==> src/include/twp_pkg.sv <==
// Constants and types shared by the two-wire serial master port
`default_nettype none
package twp_pkg;
  // Register offsets
  localparam logic [15:0] OFS_IRQ_EN = 16'h28a5;
  localparam logic [15:0] OFS_GATE   = 16'h2d00;
  localparam logic [15:0] OFS_CFG    = 16'h2f01;
  localparam logic [15:0] OFS_DIVL   = 16'h2f02;
  localparam logic [15:0] OFS_DIVH   = 16'h2f03;
  localparam logic [15:0] OFS_DATA   = 16'h2f04;
  localparam logic [15:0] OFS_FLAGS  = 16'h2f05;
  // Field positions
  localparam int GATE_EN_BIT     = 6;
  localparam int IRQ_DONE_EN_BIT = 4;
  localparam int IRQ_ILL_EN_BIT  = 5;
  localparam int CFG_LSB_BIT     = 4;
  localparam int CFG_START_BIT   = 3;
  localparam int CFG_DATA_BIT    = 2;
  localparam int CFG_STOP_BIT    = 1;
  localparam int CFG_RESTART_BIT = 0;
  localparam int FLG_BUSY_BIT    = 1;
  localparam int FLG_ACK_BIT     = 0;
  localparam int FLG_RSVD_LSB    = 2;
  // Reset values and counts
  localparam logic [7:0] RST_BYTE  = 8'h00;
  localparam logic [5:0] RST_RSVD  = 6'h00;
  localparam logic [2:0] SYNC_IDLE = 3'h7;
  localparam logic [3:0] ACK_SLOT  = 4'h8;
  localparam logic [3:0] SLOT_ZERO = 4'h0;
  // Quarters of one serial clock period
  localparam logic [1:0] Q_SET    = 2'h0;
  localparam logic [1:0] Q_RISE   = 2'h1;
  localparam logic [1:0] Q_SAMPLE = 2'h2;
  localparam logic [1:0] Q_FALL   = 2'h3;
  typedef enum logic [2:0]
  {
    TWP_IDLE,
    TWP_START,
    TWP_DATA,
    TWP_STOP,
    TWP_RESTART
  } twp_state_e;
endpackage
`default_nettype wire

==> src/include/twp_core_if.sv <==
// Signals between the port core, its divider and its bit orderer
`timescale 1ns/1ns
`default_nettype none
interface twp_core_if;
  logic        run;
  logic [15:0] threshold;
  logic        tick;
  logic        lsb_first;
  logic [7:0]  tx_raw;
  logic [7:0]  tx_ser;
  logic [7:0]  rx_ser;
  logic [7:0]  rx_raw;
  modport core (output run, threshold, lsb_first, tx_raw, rx_ser,
                input tick, tx_ser, rx_raw);
  modport div (input run, threshold, output tick);
  modport ord (input lsb_first, tx_raw, rx_ser, output tx_ser, rx_raw);
endinterface
`default_nettype wire

==> src/rtl/twp_port.sv <==
// Two-wire serial master port with register access
//
// Overview of operation
// - Frame completion raises enabled done interrupt
// - Busy write to 0x2f01-04 raises illegal interrupt
// - Busy writes to 0x2f01-04 are discarded
// - Clock held low after a frame ending in start, data or restart
// - Config bit 4 selects LSB-first order
// - Config bits pick start, data, stop, restart
// - Clock equals system clock over 4(TH+1)
// - Data register write launches configured frame
// - Register bit order follows the order bit
// - Flag bit 1 reads busy, read-only
// - Receiving master drives flag bit 0 as ack
// - Transmitting master stores sampled ack in bit 0
// - Gate bit 6 enables the port
// - Stop or restart emitted on trigger
// - Data changes on low clock, sampled high
// - Captured byte is the wired-AND line level
// - Start launches the divider counting
//
// Implementation choice: the address-and-strobe port.
`timescale 1ns/1ns
`default_nettype none
module twp_port
(
  input  wire logic         clock,
  input  wire logic         rst,
  input  wire logic [15:0]  reg_addr,
  input  wire logic [7:0]   reg_wdata,
  input  wire logic         reg_we,
  input  wire logic         reg_re,
  output var  logic [7:0]   reg_rdata,
  input  wire logic         ext_irq_group_en,
  input  wire logic         global_irq_en,
  input  wire logic         sda_in,
  output var  logic         sda_out,
  output var  logic         sda_oe,
  input  wire logic         scl_in,
  output var  logic         scl_out,
  output var  logic         scl_oe,
  output var  logic         frame_done_irq,
  output var  logic         illegal_write_irq
);
  import twp_pkg::*;

  twp_core_if core ();

  logic [7:0]  peripheral_gate_ctrl;
  logic [7:0]  ext_irq5_enable_reg;
  logic [7:0]  serial_frame_cfg;
  logic [7:0]  scl_divider_low;
  logic [7:0]  scl_divider_high;
  logic [7:0]  serial_data_byte;
  logic [5:0]  flags_rsvd;
  logic        ack_bit;
  logic        busy;
  logic        done_pend;
  twp_state_e  state;
  logic [1:0]  quarter;
  logic [3:0]  slot;
  logic [7:0]  tx_shift;
  logic [7:0]  rx_shift;
  logic [2:0]  sda_sync;
  logic [2:0]  scl_sync;
  logic        sda_f;
  logic        scl_f;
  logic        port_on;
  logic        in_locked;
  logic        wr_ok;
  logic        launch;
  logic        irq_on;
  logic        start_en;
  logic        data_en;
  logic        stop_en;
  logic        restart_en;
  twp_state_e  next_part_start;
  twp_state_e  next_part_data;
  twp_state_e  next_first;

  twp_scl_div u_div
  (
    .clock (clock),
    .rst   (rst),
    .dv    (core)
  );

  twp_bit_order u_ord
  (
    .od (core)
  );

  assign port_on    = peripheral_gate_ctrl[GATE_EN_BIT];
  assign start_en   = serial_frame_cfg[CFG_START_BIT];
  assign data_en    = serial_frame_cfg[CFG_DATA_BIT];
  assign stop_en    = serial_frame_cfg[CFG_STOP_BIT];
  assign restart_en = serial_frame_cfg[CFG_RESTART_BIT];
  assign irq_on     = ext_irq_group_en && global_irq_en;

  // Writes to config, divider and data are locked out while busy
  assign in_locked = (reg_addr >= OFS_CFG) && (reg_addr <= OFS_DATA);
  assign wr_ok     = reg_we && !(busy && in_locked);
  assign launch    = wr_ok && (reg_addr == OFS_DATA) && port_on;

  assign core.run       = busy && (state != TWP_IDLE);
  assign core.threshold = {scl_divider_high, scl_divider_low};
  assign core.lsb_first = serial_frame_cfg[CFG_LSB_BIT];
  // Launch loads the byte being written, not the one it replaces
  assign core.tx_raw    = launch ? reg_wdata : serial_data_byte;
  assign core.rx_ser    = rx_shift;

  // Part ordering inside one frame: start, data, stop or restart
  always_comb
  begin
    next_part_data = TWP_IDLE;
    if (stop_en)
      next_part_data = TWP_STOP;
    else if (restart_en)
      next_part_data = TWP_RESTART;
    next_part_start = data_en ? TWP_DATA : next_part_data;
    next_first      = start_en ? TWP_START : next_part_start;
  end

  // Pin synchronisers, a change counts once two stages agree
  always_ff @(posedge clock)
  begin
    if (rst)
    begin
      sda_sync <= SYNC_IDLE;
      scl_sync <= SYNC_IDLE;
    end
    else
    begin
      sda_sync <= {sda_sync[1:0], sda_in};
      scl_sync <= {scl_sync[1:0], scl_in};
    end
  end

  always_ff @(posedge clock)
  begin
    if (rst)
    begin
      sda_f <= 1'b1;
      scl_f <= 1'b1;
    end
    else
    begin
      if (sda_sync[2] == sda_sync[1])
        sda_f <= sda_sync[2];
      if (scl_sync[2] == scl_sync[1])
        scl_f <= scl_sync[2];
    end
  end

  // Software registers
  always_ff @(posedge clock)
  begin
    if (rst)
    begin
      peripheral_gate_ctrl <= RST_BYTE;
      ext_irq5_enable_reg  <= RST_BYTE;
      serial_frame_cfg     <= RST_BYTE;
      scl_divider_low      <= RST_BYTE;
      scl_divider_high     <= RST_BYTE;
      flags_rsvd           <= RST_RSVD;
    end
    else if (wr_ok)
    begin
      case (reg_addr)
        OFS_GATE:   peripheral_gate_ctrl <= reg_wdata;
        OFS_IRQ_EN: ext_irq5_enable_reg  <= reg_wdata;
        OFS_CFG:    serial_frame_cfg     <= reg_wdata;
        OFS_DIVL:   scl_divider_low      <= reg_wdata;
        OFS_DIVH:   scl_divider_high     <= reg_wdata;
        OFS_FLAGS:  flags_rsvd <= reg_wdata[7:FLG_RSVD_LSB];
        default:    ;
      endcase
    end
  end

  // Data byte: software value, then the captured line byte
  always_ff @(posedge clock)
  begin
    if (rst)
      serial_data_byte <= RST_BYTE;
    else if (wr_ok && (reg_addr == OFS_DATA))
      serial_data_byte <= reg_wdata;
    else if (busy && state == TWP_DATA && core.tick
             && quarter == Q_FALL && slot == ACK_SLOT)
      serial_data_byte <= core.rx_raw;
  end

  // Acknowledge bit: the sampled level wins over a software write
  always_ff @(posedge clock)
  begin
    if (rst)
      ack_bit <= 1'b0;
    else if (busy && state == TWP_DATA && core.tick && scl_f
             && quarter == Q_SAMPLE && slot == ACK_SLOT)
      ack_bit <= sda_f;
    else if (wr_ok && (reg_addr == OFS_FLAGS))
      ack_bit <= reg_wdata[FLG_ACK_BIT];
  end

  // Frame sequencer and open-drain line drivers
  always_ff @(posedge clock)
  begin
    if (rst || !port_on)
    begin
      state     <= TWP_IDLE;
      busy      <= 1'b0;
      done_pend <= 1'b0;
      quarter   <= Q_SET;
      slot      <= SLOT_ZERO;
      tx_shift  <= RST_BYTE;
      rx_shift  <= RST_BYTE;
      sda_oe    <= 1'b0;
      scl_oe    <= 1'b0;
    end
    else if (launch)
    begin
      busy      <= (next_first != TWP_IDLE);
      done_pend <= (next_first == TWP_IDLE);
      state     <= next_first;
      quarter   <= Q_SET;
      slot      <= SLOT_ZERO;
      tx_shift  <= core.tx_ser;
    end
    else if (busy && core.tick)
    begin
      case (state)
        TWP_START, TWP_RESTART:
        begin
          case (quarter)
            Q_SET:    sda_oe <= 1'b0;
            Q_RISE:   scl_oe <= 1'b0;
            Q_SAMPLE: if (scl_f) sda_oe <= 1'b1;
            default:  scl_oe <= 1'b1;
          endcase
          if (quarter != Q_SAMPLE || scl_f)
            quarter <= quarter + 1'b1;
          if (quarter == Q_FALL)
          begin
            state <= (state == TWP_START) ? next_part_start : TWP_IDLE;
            if (state == TWP_RESTART || next_part_start == TWP_IDLE)
            begin
              busy      <= 1'b0;
              done_pend <= 1'b1;
            end
          end
        end
        TWP_DATA:
        begin
          case (quarter)
            Q_SET:    sda_oe <= (slot == ACK_SLOT) ? !ack_bit
                                                   : !tx_shift[7];
            Q_RISE:   scl_oe <= 1'b0;
            Q_SAMPLE: if (scl_f && slot != ACK_SLOT)
                        rx_shift <= {rx_shift[6:0], sda_f};
            default:  scl_oe <= 1'b1;
          endcase
          if (quarter != Q_SAMPLE || scl_f)
            quarter <= quarter + 1'b1;
          if (quarter == Q_FALL)
          begin
            tx_shift <= {tx_shift[6:0], 1'b0};
            slot     <= slot + 1'b1;
            if (slot == ACK_SLOT)
            begin
              slot  <= SLOT_ZERO;
              state <= next_part_data;
              if (next_part_data == TWP_IDLE)
              begin
                busy      <= 1'b0;
                done_pend <= 1'b1;
              end
            end
          end
        end
        TWP_STOP:
        begin
          case (quarter)
            Q_SET:    sda_oe <= 1'b1;
            Q_RISE:   scl_oe <= 1'b0;
            default:  if (scl_f) sda_oe <= 1'b0;
          endcase
          if (quarter == Q_SAMPLE && scl_f)
          begin
            state     <= TWP_IDLE;
            quarter   <= Q_SET;
            busy      <= 1'b0;
            done_pend <= 1'b1;
          end
          else if (quarter != Q_SAMPLE)
            quarter <= quarter + 1'b1;
        end
        default:
        begin
          state <= TWP_IDLE;
          busy  <= 1'b0;
        end
      endcase
    end
  end

  // Pins only pull low or float
  always_ff @(posedge clock)
  begin
    sda_out <= 1'b0;
    scl_out <= 1'b0;
  end

  // Interrupt requests
  always_ff @(posedge clock)
  begin
    if (rst)
    begin
      frame_done_irq    <= 1'b0;
      illegal_write_irq <= 1'b0;
    end
    else
    begin
      frame_done_irq <= done_pend && irq_on
                        && ext_irq5_enable_reg[IRQ_DONE_EN_BIT];
      illegal_write_irq <= reg_we && busy && in_locked && irq_on
                           && ext_irq5_enable_reg[IRQ_ILL_EN_BIT];
    end
  end

  // Read data, valid in the cycle after the strobe only
  always_ff @(posedge clock)
  begin
    if (rst || !reg_re)
      reg_rdata <= RST_BYTE;
    else
    begin
      case (reg_addr)
        OFS_GATE:   reg_rdata <= peripheral_gate_ctrl;
        OFS_IRQ_EN: reg_rdata <= ext_irq5_enable_reg;
        OFS_CFG:    reg_rdata <= serial_frame_cfg;
        OFS_DIVL:   reg_rdata <= scl_divider_low;
        OFS_DIVH:   reg_rdata <= scl_divider_high;
        OFS_DATA:   reg_rdata <= serial_data_byte;
        OFS_FLAGS:  reg_rdata <= {flags_rsvd, busy, ack_bit};
        default:    reg_rdata <= RST_BYTE;
      endcase
    end
  end

  // Helper: cycles since the last divider tick
  logic [16:0] gap;
  always_ff @(posedge clock)
  begin
    if (rst || !core.run || core.tick)
      gap <= 17'h1;
    else
      gap <= gap + 17'h1;
  end

  chk_illegal_irq: assert property (@(posedge clock) disable iff (rst)
    reg_we && busy && in_locked && irq_on
    && ext_irq5_enable_reg[IRQ_ILL_EN_BIT] |=> illegal_write_irq)
    else $error("Illegal write did not raise interrupt");

  chk_locked_write: assert property (@(posedge clock) disable iff (rst)
    busy && reg_we && (reg_addr == OFS_DIVL) |=> $stable(scl_divider_low))
    else $error("Busy write changed divider");

  chk_done_irq: assert property (@(posedge clock) disable iff (rst)
    $fell(busy) && irq_on && ext_irq5_enable_reg[IRQ_DONE_EN_BIT]
    |=> frame_done_irq)
    else $error("Completed frame raised no interrupt");

  chk_scl_held: assert property (@(posedge clock) disable iff (rst)
    done_pend && scl_oe && port_on && !launch |=> scl_oe)
    else $error("Clock released while completion pending");

  chk_busy_flag: assert property (@(posedge clock) disable iff (rst)
    launch && next_first != TWP_IDLE |=> busy ##1 (busy || done_pend))
    else $error("Busy flag not set on launch");

  chk_div_period: assert property (@(posedge clock) disable iff (rst)
    core.tick |-> gap == (17'(core.threshold) + 17'h1))
    else $error("Divider tick spacing wrong");

  chk_data_edge: assert property (@(posedge clock) disable iff (rst)
    state == TWP_DATA && $changed(sda_oe) |-> scl_oe)
    else $error("Data line changed while clock high");

  chk_ack_drive: assert property (@(posedge clock) disable iff (rst)
    state == TWP_DATA && slot == ACK_SLOT && quarter == Q_RISE
    |-> sda_oe == !ack_bit)
    else $error("Acknowledge not driven from flag");

  chk_gate_off: assert property (@(posedge clock) disable iff (rst)
    !port_on |=> !sda_oe && !scl_oe && !busy)
    else $error("Disabled port still drives lines");

  chk_frame_start: assert property (@(posedge clock) disable iff (rst)
    launch && start_en |=> state == TWP_START)
    else $error("Start part not entered");

  cov_start: cover property (@(posedge clock) disable iff (rst)
    launch && start_en);
  cov_byte: cover property (@(posedge clock) disable iff (rst)
    state == TWP_DATA && slot == ACK_SLOT && quarter == Q_FALL);
  cov_stop: cover property (@(posedge clock) disable iff (rst)
    state == TWP_STOP ##1 state == TWP_IDLE);
  cov_illegal: cover property (@(posedge clock) disable iff (rst)
    illegal_write_irq);
endmodule
`default_nettype wire

==> src/rtl/twp_scl_div.sv <==
// Quarter-period tick generator for the serial clock
`timescale 1ns/1ns
`default_nettype none
module twp_scl_div
#(
  parameter int W = 16
)
(
  input wire logic clock,
  input wire logic rst,
  twp_core_if.div  dv
);
  logic [W-1:0] count;

  if (W != $bits(dv.threshold))
  begin : g_chk
    $error("Divider width must match the threshold width");
  end

  // One tick every threshold+1 clocks while running
  assign dv.tick = dv.run && (count == dv.threshold);

  always_ff @(posedge clock)
  begin
    if (rst || !dv.run || dv.tick)
      count <= '0;
    else
      count <= count + 1'b1;
  end
endmodule
`default_nettype wire

==> src/rtl/twp_bit_order.sv <==
// Byte reversal between register order and serial order
`timescale 1ns/1ns
`default_nettype none
module twp_bit_order
#(
  parameter int W = 8
)
(
  twp_core_if.ord od
);
  if (W != $bits(od.tx_raw))
  begin : g_chk
    $error("Orderer width must match the data width");
  end

  // Serial side is always shifted from the top bit
  for (genvar i = 0; i < W; i++)
  begin : g_bit
    assign od.tx_ser[i] = od.lsb_first ? od.tx_raw[W-1-i] : od.tx_raw[i];
    assign od.rx_raw[i] = od.lsb_first ? od.rx_ser[W-1-i] : od.rx_ser[i];
  end
endmodule
`default_nettype wire

==> config.mk <==
export PLATFORM = sky130hd
export DESIGN_NAME = twp_port
export DESIGN_NICKNAME = d
export VERILOG_FILES = /design/src/include/twp_pkg.sv /design/src/include/twp_core_if.sv /design/src/rtl/twp_port.sv /design/src/rtl/twp_scl_div.sv /design/src/rtl/twp_bit_order.sv
export SDC_FILE = /design/constraint.sdc
export NUM_CORES = 1
export LEC_CHECK = 0
export ABC_AREA = 1
export BUFFER_PORTS_ARGS = -buffer_cell sky130_fd_sc_hd__buf_4
export CORE_ASPECT_RATIO = 0.8
export CORE_MARGIN = 2
export CORE_UTILIZATION = 60
export DETAILED_ROUTE_END_ITERATION = 16
export GPL_TIMING_DRIVEN = 0
export PLACE_DENSITY = 0.79
export SYNTH_ARGS = -nofsm -noshare
export SYNTH_HDL_FRONTEND = slang
export SYNTH_SLANG_ARGS = --single-unit
==> constraint.sdc <==
create_clock -name clock -period 4.5 [get_ports clock]
set_input_delay 1.35 -clock clock [delete_from_list [all_inputs] [get_ports clock]]
set_output_delay 1.35 -clock clock [all_outputs]
set_load 0.01 [all_outputs]
==> out/results.ini <==
[detailed_routing]
drt-vias-per-instance=5.62
routed_wl_um=18800
route.met3.wl_um=1950
drc_errors=0
wl_met2_um=7870
initialDrtViolationCount=742
m1WireLength_um=8460
via_count=6416
wl_per_cell_um=16.4
drt.antenna.violating_nets=0
highest_layer=met4
dr.pass1.iters=6

[timing]
setup_slack_ps=1680
skew_ps=7.27
relSlewSlack_pct=52.6
setup_violations=0
whs_ps=408
rsz0062_at_grt=no
max_clock_freq_mhz=355
fin_crit_sh_pct=62.6
tightest_slew_ps=712
period_needed_ps=2820
setup_tns_ps=0
drv_slew=0
hold_viol_final=0

[place]
place_congestion=0.987
io_buffers=39
dp.cells=1110
dp_hpwl_um=13800
placed_cell_area_mm2=0.00699
place_ws_ps=1330

[cells_and_area]
final_cells=1141
final_cell_mix=nand2_1 (171), inv_1 (132), dfxtp_1 (118), nor2_1 (103), a21oi_1 (60)
utilization_pct=71.2
fin_nets=1024
postLayoutCellArea_mm2=0.00763
drive_above_1_share_pct=18.3
largest_reg_flops=16
fill_cells=935
regMostFlops=u_div.count
synthToLayoutAreaGrowth_pct=17.1
antenna_cells=0
final_common_cell=nand2_1

[synthesis]
synth.avg_cell_area_um2=7.04
synthCells=926
yosysSeqAreaShare_pct=36.3
yosys_warnings=0
ys_ff_latch=118
netlist_area_mm2=0.00652
netlist-cell-type-count=48

[floorplanning]
start_util_pct=60.8
die_height_um=97.2
rows=34
core_area_mm2=0.0107
fp.dieW_um=121
die_area_mm2=0.0117
pin_count=46

[critical_path]
r2r_cells=9
critPathBufInv=1
cp_top_family=simple AND/OR/NAND/NOR gates
r2r_end=core.rx_ser[3]$_SDFFE_PP0P_
path_class=in2reg
required_ps=4810
critical_path.max_stage_delay_ps=490
r2r_start=busy$_SDFFE_PP0P_
r2r_setup_slack_ps=2340
cp_slowest_cell=nor4_4
critPathLaunch=reg_addr[5]
end_kind=flop
cp.arrival_ps=3130
cp-start-kind=primary input
worst-path-max-fanout=6
cp_cell_sequence=buf_4, nor2_2, nand2_2, nor4_4, nand3_1, nor2_2, o21ai_0, nor2_1, nor2_1

[clocking]
hold_buffers=0
post-cts-setup-buffers=0
clk_latency_ps=420
ctsHtreeMaxLevel=4
ctsLongestPathBuffers=2
cts_root_buffer=clkbuf_16
clk_pin_slew_ps=60
numClockSinks=118
numCtsBuffers=17
cts_resized=0
cts_tree=built

[power]
p_leak_nw=3.15
ir_worst_vdd_v=0.000320
power_mw=2.60
p_per_area_mw_per_mm2=341

[global_route]
grt_overflow_total=0
antenna_found_initial=0
grt_max_degree=17
grt_pass1_wl_um=30000
grt_pass1_vias=5907
grt_use_total_pct=33.1

[min_path]
holdPathEnd=sda_sync[1]$_SDFF_PP1_
whs_path_depth=1
hold_path_class=reg2reg
hold_path_startpoint=sda_sync[0]$_SDFF_PP1_

[run]
cap_violations=0

[outcome]
outcome=completed

## Yosys cell counts (all sizes together)
master	number	area [µm²]
o21ai	63	315
nor3b	5	37.5
buf	18	163
nand3	64	375
o221ai	1	8.76
nor4	4	40.0
conb	1	3.75
xnor2	6	52.6
nor2	121	533
ha	7	87.6
nor3	17	116
clkinv	1	5.00
nand4	20	131
a211oi	29	288
a21oi	63	327
inv	146	553
clkbuf	13	48.8
xor2	5	43.8
dfxtp	118	2360
nand2	192	808
and2	1	6.26
or2	8	50.1
a31oi	3	18.8
a221oi	2	17.5
o31ai	1	7.51
o211ai	4	35.0
o22ai	13	81.3
## power by group
part | switching (mW) | leakage, nW | internal [mW] | total (mW)
logic | 0.0626 | 1.88 | 0.0314 | 0.0940
clock network | 0.514 | 0.313 | 0.948 | 1.46
registers | 0.000891 | 0.951 | 1.05 | 1.05
total | 0.578 | 3.15 | 2.03 | 2.60
## cell families (layout without fill, tap and decap cells)
logic type	Yosys count	in the layout	share of synthesized area, %
AOI/OAI and AO/OA	179	179	16.9
xor gates and xnor gates	11	11	1.48
adders and majority gates	7	7	1.34
buffers and inverters	178	248	11.8
DFF	118	118	36.3
other	1	2	0.0575
and+or+nand+nor	432	432	32.2
## cell type report
class	instances	area (µm²)	area share [%]
buffer	31	211	2.77
clock buffer	18	439	5.76
clock inverter	13	198	2.59
inverter	147	558	7.31
multi-input combinational	631	3390	44.4
sequential	118	2360	31.0
tap	144	180	2.36
timing repair buffer	39	293	3.84
## routing by layer
layer | vias up | global-route usage (%)
met4 | 0 | 12.4
met2 | 311 | 47.4
met3 | 53 | 8.69
met1 | 2921 | 47.6
li1 | 3131 | -
met5 | - | 0
## worst max-delay path by stage
| stage | endpoint | slack [ps] | depth (start not counted) |
|---|---|---|---|
| 2_1_floorplan | ext_irq5_enable_reg[1]$_SDFFE_PP0P_ | 1830 | 12 |
| 3_3_place_gp | state[2]$_SDFFE_PP0P_ | 1320 | 9 |
| 3_5_place_dp | state[2]$_SDFFE_PP0P_ | 1330 | 9 |
| 4_1_cts | state[2]$_SDFFE_PP0P_ | 1750 | 10 |
| 5_1_grt | state[2]$_SDFFE_PP0P_ | 1440 | 12 |
| 6_report | state[2]$_SDFFE_PP0P_ | 1680 | 9 |
## worst reg2reg max path, stage by stage (launching register included)
cell	delay, ps
dfxtp_1	520
o21ai_0	250
nor3_1	330
nand4_1	200
nor2_2	230
nand3_2	160
buf_4	210
nand2_1	60
nand2_1	40
nor2_1	100
No activity file was read; power rests on OpenSTA's default activity.
